[src/design/aux_input_pkg.sv]
// Package for the auxiliary input conditioning block.
// Assumes a 10 MHz clock and an APB slave with 32-bit data.
package aux_input_pkg;
   // ----------------------------------------------------------------
   // Register map
   // ----------------------------------------------------------------
   localparam logic [7:0] IDX_FUNCTION_SELECT = 8'h35;
   localparam logic [7:0] IDX_DIGITAL_CONFIG  = 8'h36;
   localparam logic [7:0] IDX_EVENT_STATUS    = 8'h37;
   localparam logic [7:0] IDX_EVENT_MASK      = 8'h38;
   localparam logic [9:0] ADDR_FUNCTION_SELECT = {IDX_FUNCTION_SELECT, 2'b00};
   localparam logic [9:0] ADDR_DIGITAL_CONFIG  = {IDX_DIGITAL_CONFIG, 2'b00};
   localparam logic [9:0] ADDR_EVENT_STATUS    = {IDX_EVENT_STATUS, 2'b00};
   localparam logic [9:0] ADDR_EVENT_MASK      = {IDX_EVENT_MASK, 2'b00};
   localparam logic [7:0] FUNCTION_SELECT_MASK = 8'h03;
   localparam logic [7:0] DIGITAL_CONFIG_MASK  = 8'h7f;
   localparam logic [7:0] EVENT_MASK_BITS      = 8'h03;
   localparam logic [7:0] FUNCTION_SELECT_RESET = 8'h03;
   localparam logic [7:0] DIGITAL_CONFIG_RESET  = 8'h00;
   localparam logic [7:0] EVENT_MASK_RESET      = 8'h00;
   // ----------------------------------------------------------------
   // Field positions
   // ----------------------------------------------------------------
   localparam int INVERT_BIT    = 6;
   localparam int DETECT_BIT    = 5;
   localparam int PULSE_LSB     = 3;
   localparam int FILTER_LSB    = 0;
   localparam int STAT_EDGE_BIT = 0;
   localparam int STAT_FLT_BIT  = 1;
   // ----------------------------------------------------------------
   // Timing
   // ----------------------------------------------------------------
   localparam int CLK_HZ        = 10_000_000;
   localparam int US_DIV        = 1_000_000;
   localparam int CYC_PER_US    = CLK_HZ / US_DIV;
   localparam int PULSE_US_0    = 10;
   localparam int PULSE_US_1    = 100;
   localparam int PULSE_US_2    = 1000;
   localparam int PULSE_US_3    = 10000;
   localparam int FILT_US_0     = 0;
   localparam int FILT_US_1     = 5;
   localparam int FILT_US_2     = 10;
   localparam int FILT_US_3     = 20;
   localparam int FILT_US_4     = 30;
   localparam int FILT_US_5     = 50;
   localparam int FILT_US_6     = 75;
   localparam int FILT_US_7     = 100;
   localparam int CNT_W         = 17;

   typedef enum logic [1:0] {
      FN_DETECTOR_FAULT,
      FN_DIGITAL_FAULT,
      FN_DIGITAL_AND_WARN,
      FN_NONE
   } function_select_type;

   typedef struct packed {
      logic [31:0] paddr;
      logic        psel;
      logic        penable;
      logic        pwrite;
      logic [31:0] pwdata;
   } apb_req_type;

   typedef struct packed {
      logic [31:0] prdata;
      logic        pready;
      logic        pslverr;
   } apb_rsp_type;

   typedef struct packed {
      logic digital_fault;
      logic detector_fault;
      logic detector_warning;
   } events_type;
endpackage

[src/design/aux_input_conditioning.sv]
// Conditioning and role selection for one auxiliary monitored input.
// Assumes an APB master on clk, and an asynchronous pin plus a
// supply detector level from the neighbouring comparator logic.
//
// Behaviour
// - Two-bit select: detector fault, digital fault, both, or none.
// - Combined role: digital input faults, detector only warns.
// - Invert bit flips the pin value before detection.
// - Detect bit: 0 follows level, 1 detects edges.
// - Edge pulse lasts 10, 100, 1000 or 10000 us by code.
// - Filter delay 0,5,10,20,30,50,75,100 us by code.
// - Filter drops pulses shorter than the selected delay.
module aux_input_conditioning
   import aux_input_pkg::*;
#(
   parameter int PULSE_LONG_CYC = PULSE_US_3 * CYC_PER_US
) (
   input  wire logic        clk,          // 10 MHz clock
   input  wire logic        rst,          // Synchronous reset, high
   input  wire apb_req_type apb_req,      // APB request
   output apb_rsp_type      apb_rsp,      // APB response
   input  wire logic        pin_in,       // Asynchronous pin level
   input  wire logic        detector_in,  // Detector trip level
   output logic             fault_out,    // Fault level
   output logic             warning_out,  // Warning level
   output logic             digital_out,  // Conditioned digital input
   output logic             irq           // Interrupt level
);
   // ----------------------------------------------------------------
   // Registers and bus
   // ----------------------------------------------------------------
   logic [7:0] function_select_r;
   logic [7:0] digital_config_r;
   logic [7:0] event_status_r;
   logic [7:0] event_mask_r;
   logic [7:0] status_set;
   logic       wr_en;
   logic       rd_en;
   logic [9:0] addr;
   logic       mapped;

   assign addr   = apb_req.paddr[9:0];
   assign wr_en  = apb_req.psel && apb_req.penable && apb_req.pwrite;
   assign rd_en  = apb_req.psel && !apb_req.penable && !apb_req.pwrite;
   assign mapped = (addr == ADDR_FUNCTION_SELECT) || (addr == ADDR_DIGITAL_CONFIG)
                || (addr == ADDR_EVENT_STATUS) || (addr == ADDR_EVENT_MASK);

   always_ff @(posedge clk) begin
      if (rst) begin
         function_select_r <= FUNCTION_SELECT_RESET;
         digital_config_r  <= DIGITAL_CONFIG_RESET;
         event_mask_r      <= EVENT_MASK_RESET;
      end else if (wr_en) begin
         if (addr == ADDR_FUNCTION_SELECT)
            function_select_r <= apb_req.pwdata[7:0] & FUNCTION_SELECT_MASK;
         if (addr == ADDR_DIGITAL_CONFIG)
            digital_config_r <= apb_req.pwdata[7:0] & DIGITAL_CONFIG_MASK;
         if (addr == ADDR_EVENT_MASK)
            event_mask_r <= apb_req.pwdata[7:0] & EVENT_MASK_BITS;
      end
   end

   // No wait state: answer in the access cycle, read data latched at setup
   always_ff @(posedge clk) begin
      if (rst) begin
         apb_rsp <= '0;
      end else begin
         apb_rsp.pready  <= apb_req.psel && !apb_req.penable;
         apb_rsp.pslverr <= apb_req.psel && !apb_req.penable && !mapped;
         if (rd_en) begin
            case (addr)
               ADDR_FUNCTION_SELECT: apb_rsp.prdata <= {24'h000000, function_select_r};
               ADDR_DIGITAL_CONFIG:  apb_rsp.prdata <= {24'h000000, digital_config_r};
               ADDR_EVENT_STATUS:    apb_rsp.prdata <= {24'h000000, event_status_r};
               ADDR_EVENT_MASK:      apb_rsp.prdata <= {24'h000000, event_mask_r};
               default:              apb_rsp.prdata <= 32'h00000000;
            endcase
         end else if (!apb_req.psel) begin
            apb_rsp.prdata <= 32'h00000000;
         end
      end
   end

   // ----------------------------------------------------------------
   // Pin synchroniser and inversion
   // ----------------------------------------------------------------
   logic [1:0] pin_sync_r;
   logic [1:0] det_sync_r;
   logic       pin_val;

   always_ff @(posedge clk) begin
      if (rst) begin
         pin_sync_r <= 2'b00;
         det_sync_r <= 2'b00;
      end else begin
         pin_sync_r <= {pin_sync_r[0], pin_in};
         det_sync_r <= {det_sync_r[0], detector_in};
      end
   end

   assign pin_val = pin_sync_r[1] ^ digital_config_r[INVERT_BIT];

   // ----------------------------------------------------------------
   // Glitch filter
   // ----------------------------------------------------------------
   logic [CNT_W-1:0] filt_limit;
   logic [CNT_W-1:0] filt_cnt_r;
   logic             filt_r;

   always_comb begin
      case (digital_config_r[FILTER_LSB +: 3])
         3'h0:    filt_limit = CNT_W'(FILT_US_0 * CYC_PER_US);
         3'h1:    filt_limit = CNT_W'(FILT_US_1 * CYC_PER_US);
         3'h2:    filt_limit = CNT_W'(FILT_US_2 * CYC_PER_US);
         3'h3:    filt_limit = CNT_W'(FILT_US_3 * CYC_PER_US);
         3'h4:    filt_limit = CNT_W'(FILT_US_4 * CYC_PER_US);
         3'h5:    filt_limit = CNT_W'(FILT_US_5 * CYC_PER_US);
         3'h6:    filt_limit = CNT_W'(FILT_US_6 * CYC_PER_US);
         default: filt_limit = CNT_W'(FILT_US_7 * CYC_PER_US);
      endcase
   end

   // A change must persist limit cycles; any return to the old value restarts
   always_ff @(posedge clk) begin
      if (rst) begin
         filt_r     <= 1'b0;
         filt_cnt_r <= '0;
      end else if (pin_val == filt_r) begin
         filt_cnt_r <= '0;
      end else if (filt_cnt_r + CNT_W'(1) >= filt_limit) begin
         filt_r     <= pin_val;
         filt_cnt_r <= '0;
      end else begin
         filt_cnt_r <= filt_cnt_r + CNT_W'(1);
      end
   end

   // ----------------------------------------------------------------
   // Level or edge detection, stretched pulse
   // ----------------------------------------------------------------
   logic             filt_prev_r;
   logic             edge_seen;
   logic [CNT_W-1:0] pulse_len;
   logic [CNT_W-1:0] pulse_cnt_r;
   logic             digital_nxt;

   assign edge_seen = filt_r != filt_prev_r;

   always_comb begin
      case (digital_config_r[PULSE_LSB +: 2])
         2'h0:    pulse_len = CNT_W'(PULSE_US_0 * CYC_PER_US);
         2'h1:    pulse_len = CNT_W'(PULSE_US_1 * CYC_PER_US);
         2'h2:    pulse_len = CNT_W'(PULSE_US_2 * CYC_PER_US);
         default: pulse_len = CNT_W'(PULSE_LONG_CYC);
      endcase
   end

   always_ff @(posedge clk) begin
      if (rst) begin
         filt_prev_r <= 1'b0;
         pulse_cnt_r <= '0;
      end else begin
         filt_prev_r <= filt_r;
         if (edge_seen && digital_config_r[DETECT_BIT])
            pulse_cnt_r <= pulse_len;
         else if (pulse_cnt_r != '0)
            pulse_cnt_r <= pulse_cnt_r - CNT_W'(1);
      end
   end

   // Level mode follows filtered pin; edge mode is high while the pulse runs
   assign digital_nxt = digital_config_r[DETECT_BIT] ? (pulse_cnt_r != '0) : filt_r;

   // ----------------------------------------------------------------
   // Role selection and events
   // ----------------------------------------------------------------
   function_select_type fn;
   events_type          ev;

   assign fn = function_select_type'(function_select_r[1:0]);

   always_comb begin
      ev = '0;
      case (fn)
         FN_DETECTOR_FAULT: ev.detector_fault = det_sync_r[1];
         FN_DIGITAL_FAULT:  ev.digital_fault  = digital_nxt;
         FN_DIGITAL_AND_WARN: begin
            ev.digital_fault    = digital_nxt;
            ev.detector_warning = det_sync_r[1];
         end
         FN_NONE:           ev = '0;
         default:           ev = '0;
      endcase
   end

   always_ff @(posedge clk) begin
      if (rst) begin
         digital_out <= 1'b0;
         fault_out   <= 1'b0;
         warning_out <= 1'b0;
      end else begin
         digital_out <= digital_nxt;
         fault_out   <= ev.digital_fault || ev.detector_fault;
         warning_out <= ev.detector_warning;
      end
   end

   // ----------------------------------------------------------------
   // Interrupt status: set wins over write-one-to-clear
   // ----------------------------------------------------------------
   always_comb begin
      status_set                = 8'h00;
      status_set[STAT_EDGE_BIT] = edge_seen && digital_config_r[DETECT_BIT];
      status_set[STAT_FLT_BIT]  = (ev.digital_fault || ev.detector_fault) && !fault_out;
   end

   always_ff @(posedge clk) begin
      if (rst) begin
         event_status_r <= 8'h00;
      end else if (wr_en && addr == ADDR_EVENT_STATUS) begin
         event_status_r <= (event_status_r & ~apb_req.pwdata[7:0]) | status_set;
      end else begin
         event_status_r <= event_status_r | status_set;
      end
   end

   always_ff @(posedge clk) begin
      if (rst)
         irq <= 1'b0;
      else
         irq <= |(event_status_r & event_mask_r);
   end

   // ----------------------------------------------------------------
   // Checks
   // ----------------------------------------------------------------
   a_none_no_fault: assert property (@(posedge clk) disable iff (rst)
      (fn == FN_NONE) |=> !fault_out && !warning_out)
      else $error("fault or warning with no function selected");

   a_combined_warn_only: assert property (@(posedge clk) disable iff (rst)
      (fn == FN_DIGITAL_AND_WARN && det_sync_r[1] && !digital_nxt) |=> !fault_out)
      else $error("detector raised a fault in combined role");

   a_invert_flips: assert property (@(posedge clk) disable iff (rst)
      pin_val == (pin_sync_r[1] ^ digital_config_r[INVERT_BIT]))
      else $error("inversion not applied");

   a_level_follows: assert property (@(posedge clk) disable iff (rst)
      (!digital_config_r[DETECT_BIT] && $stable(digital_config_r)) |=> digital_out == $past(filt_r))
      else $error("level mode output does not follow input");

   a_pulse_start: assert property (@(posedge clk) disable iff (rst)
      (edge_seen && digital_config_r[DETECT_BIT]) |=> pulse_cnt_r == $past(pulse_len))
      else $error("edge pulse not loaded with selected length");

   a_short_pulse_len: assert property (@(posedge clk) disable iff (rst)
      (edge_seen && digital_config_r[DETECT_BIT] && digital_config_r[PULSE_LSB +: 2] == 2'h0
       && $stable(digital_config_r))
      |=> (pulse_cnt_r != '0) [*8])
      else $error("10 us pulse ended early");

   a_filter_limit: assert property (@(posedge clk) disable iff (rst)
      digital_config_r[FILTER_LSB +: 3] == 3'h1 |-> filt_limit == CNT_W'(50))
      else $error("5 us filter limit wrong");

   a_glitch_blocked: assert property (@(posedge clk) disable iff (rst)
      (filt_limit != '0 && pin_val != filt_r && filt_cnt_r == '0) |=> $stable(filt_r))
      else $error("filter passed a one cycle change");

   a_reserved_zero: assert property (@(posedge clk) disable iff (rst)
      function_select_r[7:2] == 6'h00 && !digital_config_r[7])
      else $error("reserved bits set");

   c_edge_pulse: cover property (@(posedge clk) disable iff (rst)
      edge_seen && digital_config_r[DETECT_BIT]);
   c_combined_warn: cover property (@(posedge clk) disable iff (rst)
      fn == FN_DIGITAL_AND_WARN && warning_out);
   c_irq: cover property (@(posedge clk) disable iff (rst) irq);
endmodule

[config.mk]
export PLATFORM = sky130hd
export DESIGN_NAME = aux_input_conditioning
export DESIGN_NICKNAME = d
export VERILOG_FILES = /design/src/design/aux_input_pkg.sv /design/src/design/aux_input_conditioning.sv
export SDC_FILE = /design/constraint.sdc
export NUM_CORES = 1
export LEC_CHECK = 0
export ABC_AREA = 0
export ABC_CLOCK_PERIOD_IN_PS = 3300
export BUFFER_PORTS_ARGS = -buffer_cell sky130_fd_sc_hd__buf_2
export CORE_ASPECT_RATIO = 1.5
export CORE_MARGIN = 4
export CORE_UTILIZATION = 52
export DETAILED_ROUTE_END_ITERATION = 16
export GPL_ROUTABILITY_DRIVEN = 0
export GPL_TIMING_DRIVEN = 1
export PLACE_DENSITY = 0.8
export SKIP_LAST_GASP = 1
export SLEW_MARGIN = 10
export SYNTH_ARGS = -nofsm -noshare
export SYNTH_HDL_FRONTEND = slang
export SYNTH_SLANG_ARGS = --single-unit
[constraint.sdc]
create_clock -name clk -period 3.3 [get_ports clk]
set_input_delay 0.33 -clock clk [delete_from_list [all_inputs] [get_ports clk]]
set_output_delay 0.33 -clock clk [all_outputs]
set_load 0.1 [all_outputs]
==> metrics.txt, run 1 <==
outcome finished clean; Crit Path Class reg2reg; R2R depth 12; Final #Nets ~550; total CTS buffers 9; Avg Inst Size Synth approximately 9 µm²; largest net degree at the start of global routing between 40 and 50; YS warnings 0; Yosys top cell area share about two fifths; CP endpoint kind flop; worst path cell trace ha_2 -> nand3_1 -> nor2_1 -> nand2_1 -> xnor2_1 -> ha_1 -> a21o_1 -> a21oi_1 -> o211ai_1 -> or4_4 -> buf_12 -> nor3b_2; largest cells by area after synthesis dfxtp_1 (39%), ha_1 (6.3%), buf_4 (4.8%); critical path depth 12; Hold/Removal Path Class in2reg; f_max 0.324 GHz; DRT iter0 DRCs about 190; dpl hpwl between 6000 and 7000 µm; worst slack, placed between 200 and 250 ps; skew final 10.1 ps; Slew HR 59.8%; Worst Path Required approximately 3600 ps; worst r2r src filt_cnt_r[0]; P_leak roughly 1.8 nW; die area 8670 µm²; arrival time worst endpoint around 3400 ps; port bufs 38; Synth-to-Final Area Change 10.6%; Seq cells post-synth 73; CTS Sinks 73; leading cell type in the layout, fill and taps excluded dfxtp_1; unrepaired setup endpoints after global routing false; diode count 0; Clock Root Buffer clkbuf_8; fin. max-slew vios 0; worst-path maximum fanout 7; Syn Std Cell Area roughly 3800 µm²; Post-Route WL slightly above 8000 µm; Core ar. around 7000 µm²; Peak VDD IR ~0.28 mV; R2R Path End filt_cnt_r[4]; cell accounting for the most synthesized area dfxtp_1; num ports 109; Setup crit start kind flop; Seq/Total Area, Yosys roughly 39%; Power Density roughly 570 nW/µm²; first-pass GRT wire length 13,700 µm; Design Area, Final slightly above 4000 µm²; H-tree depth 3; post-place instance area between 3000 and 4000 µm²; ratio of cells with drive above 1 in the final layout between 10% and 20%; DR WL/cell around 15 µm; Fin. Hold Viols 0; TNS Setup 0 ps; Syn Inst Count around 420; final setup fails 0; top_reg_cell synth dfxtp_1; # placed instances approximately 530; Reg clk slew, reported paths 80 ps; final cell count without fillers ~540; Die Width 77.4 µm; vias in the first global route just over 3,000; Setup crit start filt_cnt_r[0]; WP buf/inv 1; Async S/R FF share, synth 0%; Row Count 37; TritonCTS clock tree built; drt pass-1 iters 5; Starting Density a little over half; flop2flop setup slack 220 ps; CTS max path bufs 2; GRT Residual Overflow 0; initial antenna violation count 0; number of remaining DRC errors 0; CP endpoint filt_cnt_r[4]; most frequent cells in the layout dfxtp_1 (73), nor2_1 (40), buf_2 (38), nand2_1 (34), conb_1 (31); ANT nets after route 0; number of max-cap violations 0; Die Ht about 110 µm; total power ~2.4 mW; EDFF count, synth 0; synth unique cells 57; number of setup buffers added after CTS 0; clk_lat worst skew 350 ps; CP max stage delay 610 ps; GRT Util Overall 19.5%; Vias 3,035; Final WS setup 216 ps; Vias/cell about 5.6; Critical Path Slowest Stage Cell or4_4; fin crit share 93.4%; final period demand of the worst path 3080 ps; worst slew pin tran approximately 600 ps; critical path's top delay family simple AND/OR/NAND/NOR gates
==> flip-flops by register name, indices dropped and copies added (netlist names), 2 cells and up <==
name,flops
apb_rsp,10
det_sync_r,2
digital_config_r,7
event_mask_r,2
event_status_r,8
filt_cnt_r,17
function_select_r,2
pin_sync_r,2
pulse_cnt_r,17
==> area by class of cell <==
cell class                      instances  area (µm²)
Clock buffer                            9         124
Clock inverter                          7        77.6
Fill cell                             589        2790
Inverter                               11        41.3
Multi-Input combinational cell        324        2120
Sequential cell                        73        1460
Tap cell                               78        97.6
Timing Repair Buffer                   42         233
==> power breakdown <==
part / internal (mW) / switching, mW
Sequential: 0.947 / 0.0539
Clock: 0.355 / 0.359
Combinational: 0.232 / 0.403
==> cell usage after synthesis, drive strengths merged, types with 2 or more instances <==
cell,number
dfxtp,73
nor2,40
nand2,34
buf,28
a21oi,21
nor3,21
ha,19
xor2,17
nand3,14
clkbuf,12
xnor2,12
inv,11
and3,10
nor2b,9
nor3b,8
mux2i,7
a22oi,6
a2bb2oi,6
o21ai,6
and2,5
a211oi,4
a21o,4
a31oi,4
nand4,4
or3,4
or4,4
and4b,3
nor4,3
o211ai,3
a22o,2
nand2b,2
o211a,2
o31ai,2
or2,2
==> metal layers <==
| metal | track usage [%] | share of wire (%) |
|---|---|---|
| met2 | 36.3 | 55 |
| met5 | 0 | 0 |
| met4 | 9.74 | 2.0 |
| met1 | 21.1 | 39 |
| met3 | 2.81 | 3.6 |
==> stage by stage <==
stage / hold WS [ps] / util (%)
floorplan: 402 / -
global placement: 437 / 56.8
CTS: 175 / 59.7
detailed placement: 428 / 56.8
global route: 190 / 59.8
finish: 190 / 59.8
==> timing repair <==
item,in CTS,in global routing
resized for setup,0,1
setup endpoints to repair,0,5
hold buffers,0,0
==> kinds of logic after synthesis <==
kind of cell    count (synthesis)  synth area share, %
fa+ha+maj                      19                 6.34
mux                             8                 2.17
flops                          73                 38.9
other cells                     1               0.0999
xor+xnor                       29                 6.77
simple gates                  169                 25.6
buf+inv                        51                 7.70
compound gates                 68                 12.3
==> worst min path at each step <==
stage / endpoint / from / depth (start not counted)
finish: apb_rsp[0] / apb_req[33] / 2
global route: apb_rsp[0] / apb_req[33] / 2
CTS: apb_rsp[0] / apb_req[33] / 2
detailed placement: det_sync_r[1] / det_sync_r[0] / 1
global placement: det_sync_r[1] / det_sync_r[0] / 1
floorplan: apb_rsp[1] / apb_req[33] / 1
Power figures use the tool's default switching activity.
==> inputs of run 2 (changes only) <==
--- a/config.mk
+++ b/config.mk
@@ -6,7 +6,7 @@
 export NUM_CORES = 1
 export LEC_CHECK = 0
 export ABC_AREA = 0
-export ABC_CLOCK_PERIOD_IN_PS = 3300
+export ABC_CLOCK_PERIOD_IN_PS = 2950
 export BUFFER_PORTS_ARGS = -buffer_cell sky130_fd_sc_hd__buf_2
 export CORE_ASPECT_RATIO = 1.5
 export CORE_MARGIN = 4
==> constraint.sdc (replaced) <==
create_clock -name clk -period 2.95 [get_ports clk]
set_input_delay 0.295 -clock clk [delete_from_list [all_inputs] [get_ports clk]]
set_output_delay 0.295 -clock clk [all_outputs]
set_load 0.1 [all_outputs]
==> metrics.txt, run 2 (synthesis gave the netlist of run 1 again) <==
skew final 13.0 ps (was 10.1 ps); Hold/Removal Path Class in2reg (unchanged); number of remaining DRC errors 0 (unchanged); biggest regs filt_cnt_r: 17 flops, pulse_cnt_r: 17 flops, apb_rsp: 10 flops (unchanged); Starting Density 54.0% (unchanged); f_max 0.355 GHz (was 0.324 GHz); final period demand of the worst path 2810 ps (was 3080 ps); num ports 109 (unchanged); Critical Path Slowest Stage Cell or4_4 (unchanged); fin. max-slew vios 0 (unchanged); Post-Route WL 8200 µm (was 8060 µm); Slew HR 60.2% (was 59.8%); DR WL/cell 14.9 µm (was 14.8 µm); die area 8670 µm² (unchanged); arrival time worst endpoint 3080 ps (was 3350 ps); Peak VDD IR 0.336 mV (was 0.276 mV); Crit Path Class reg2reg (unchanged); number of max-cap violations 0 (unchanged); Fin. Hold Viols 0 (unchanged); ratio of cells with drive above 1 in the final layout 19.7% (was 17.0%); Die Ht 112 µm (unchanged); post-place instance area 3990 µm² (was 3950 µm²); clk_lat worst skew 350 ps (about the same); Setup crit start kind flop (unchanged); HP Start apb_req[33] (unchanged); largest net degree at the start of global routing 43 (was 44); worst-path maximum fanout 10 (was 7); Power Density 623 nW/µm² (was 566 nW/µm²); hold buffers post-CTS 0 (unchanged); R2R Path End filt_cnt_r[4] (unchanged); H-tree depth 3 (unchanged); TritonCTS clock tree built (unchanged); P_leak 1.84 nW (was 1.80 nW); first-pass GRT wire length 13,500 µm (was 13,700 µm); flop2flop setup slack 140 ps (was 220 ps); total power 2.64 mW (was 2.35 mW); Worst Path Required 3220 ps (was 3570 ps); CP max stage delay 560 ps (was 610 ps); port bufs 38 (unchanged); number of setup buffers added after CTS 0 (unchanged); Row Count 37 (unchanged); fin crit share 95.4% (was 93.4%); Reg clk slew, reported paths 80 ps (about the same); worst-case hold path end point apb_rsp[1] (was apb_rsp[0]); Vias/cell 5.57 (was 5.58); Final #Nets 557 (was 551); Core ar. 6940 µm² (unchanged); diode count 0 (unchanged); Clock Root Buffer clkbuf_8 (unchanged); TNS Setup 0 ps (unchanged); leading cell type in the layout, fill and taps excluded dfxtp_1 (unchanged); worst r2r src filt_cnt_r[4] (was filt_cnt_r[0]); worst slew pin tran 595 ps (was 602 ps); initial antenna violation count 0 (unchanged); CTS Sinks 73 (unchanged); total CTS buffers 9 (unchanged); Vias 3,063 (was 3,035); DRT iter0 DRCs 197 (was 191); GRT Util Overall 19.3% (was 19.5%); dpl hpwl 6100 µm (was 6070 µm); GRT Residual Overflow 0 (unchanged); CTS max path bufs 2 (unchanged); most frequent cells in the layout dfxtp_1 (70), nor2_1 (38), buf_2 (38), nand2_1 (34), conb_1 (31) (was dfxtp_1 (73), nor2_1 (40), buf_2 (38), nand2_1 (34), conb_1 (31)); R2R depth 11 (was 12); unrepaired setup endpoints after global routing false (unchanged); Design Area, Final 4240 µm² (was 4150 µm²); CP endpoint kind flop (unchanged); hold depth 2 (unchanged); worst path cell trace nand4_2 -> nor2_4 -> xor2_2 -> ha_1 -> a21o_1 -> a21o_1 -> a21oi_1 -> o211ai_1 -> or4_4 -> buf_12 -> nor3b_2 (was ha_2 -> nand3_1 -> nor2_1 -> nand2_1 -> xnor2_1 -> ha_1 -> a21o_1 -> a21oi_1 -> o211ai_1 -> or4_4 -> buf_12 -> nor3b_2); drt pass-1 iters 5 (unchanged); outcome finished clean (unchanged); WP buf/inv 1 (unchanged); ANT nets after route 0 (unchanged); Die Width 77.4 µm (unchanged); cell mode on critical path a21o_1; Synth-to-Final Area Change 12.9% (was 10.6%); final setup fails 0 (unchanged); critical path's top delay family simple AND/OR/NAND/NOR gates (unchanged); vias in the first global route 2,991 (was 3,062)
==> run 2: report_power, final <==
group	total [mW]	switching, mW	internal (mW)
Sequential	1.12	0.0611	1.06
Combinational	0.724	0.454	0.270
Clock	0.793	0.396	0.397
==> run 2: worst max-delay path by stage <==
stage | cells after the start | end | from | slack, ps
floorplan | 11 | filt_r | filt_cnt_r[0] | 160
global placement | 12 | filt_cnt_r[7] | filt_cnt_r[0] | 80
detailed placement | 12 | filt_cnt_r[4] | filt_cnt_r[0] | 30
CTS | 11 | filt_cnt_r[4] | filt_cnt_r[3] | 50
global route | 11 | filt_cnt_r[4] | filt_cnt_r[2] | 10
finish | 11 | filt_cnt_r[4] | filt_cnt_r[4] | 140
==> run 2: through the flow <==
step	utilization [%]	setup WS, ps	cells	hold slack (ps)
finish	61.0	135	550	151
global route	61.0	10.2	550	142
CTS	60.5	50.1	550	141
detailed placement	57.5	29.0	534	434
global placement	57.5	79.9	534	440
floorplan	-	157	448	367
==> run 2: timing repair <==
| item | in CTS | in global routing |
|---|---|---|
| endpoints found under the hold margin | 0 | 0 |
| pin swaps | 0 | 1 |
| resized for setup | 2 | 10 |
| endpoints found under the setup margin | 2 | 11 |
==> run 2: final cells by class <==
class | count | area (µm²)
Timing Repair Buffer | 48 | 278
Clock buffer | 9 | 124
Clock inverter | 7 | 77.6
Inverter | 11 | 41.3
Fill cell | 591 | 2710
Tap cell | 78 | 97.6
Multi-Input combinational cell | 324 | 2150
Sequential cell | 73 | 1470
==> run 2: layer usage <==
| metal | vias to the layer above | track usage, % | part of all wire [%] |
|---|---|---|---|
| met3 | 24 | 4.25 | 4.0 |
| met5 | - | 0 | 0 |
| met2 | 85 | 35.1 | 54 |
| li1 | 1511 | - | - |
| met4 | 0 | 7.96 | 2.3 |
| met1 | 1443 | 21.4 | 40 |
==> run 2: worst reg2reg max path, delay by kind of cell (launching register included) <==
family	cells	cell delay [ps]
simple gates	4	1090
compound gates	4	590
flops	1	430
fa+ha+maj	1	270
xor+xnor	1	200
buf+inv	1	170
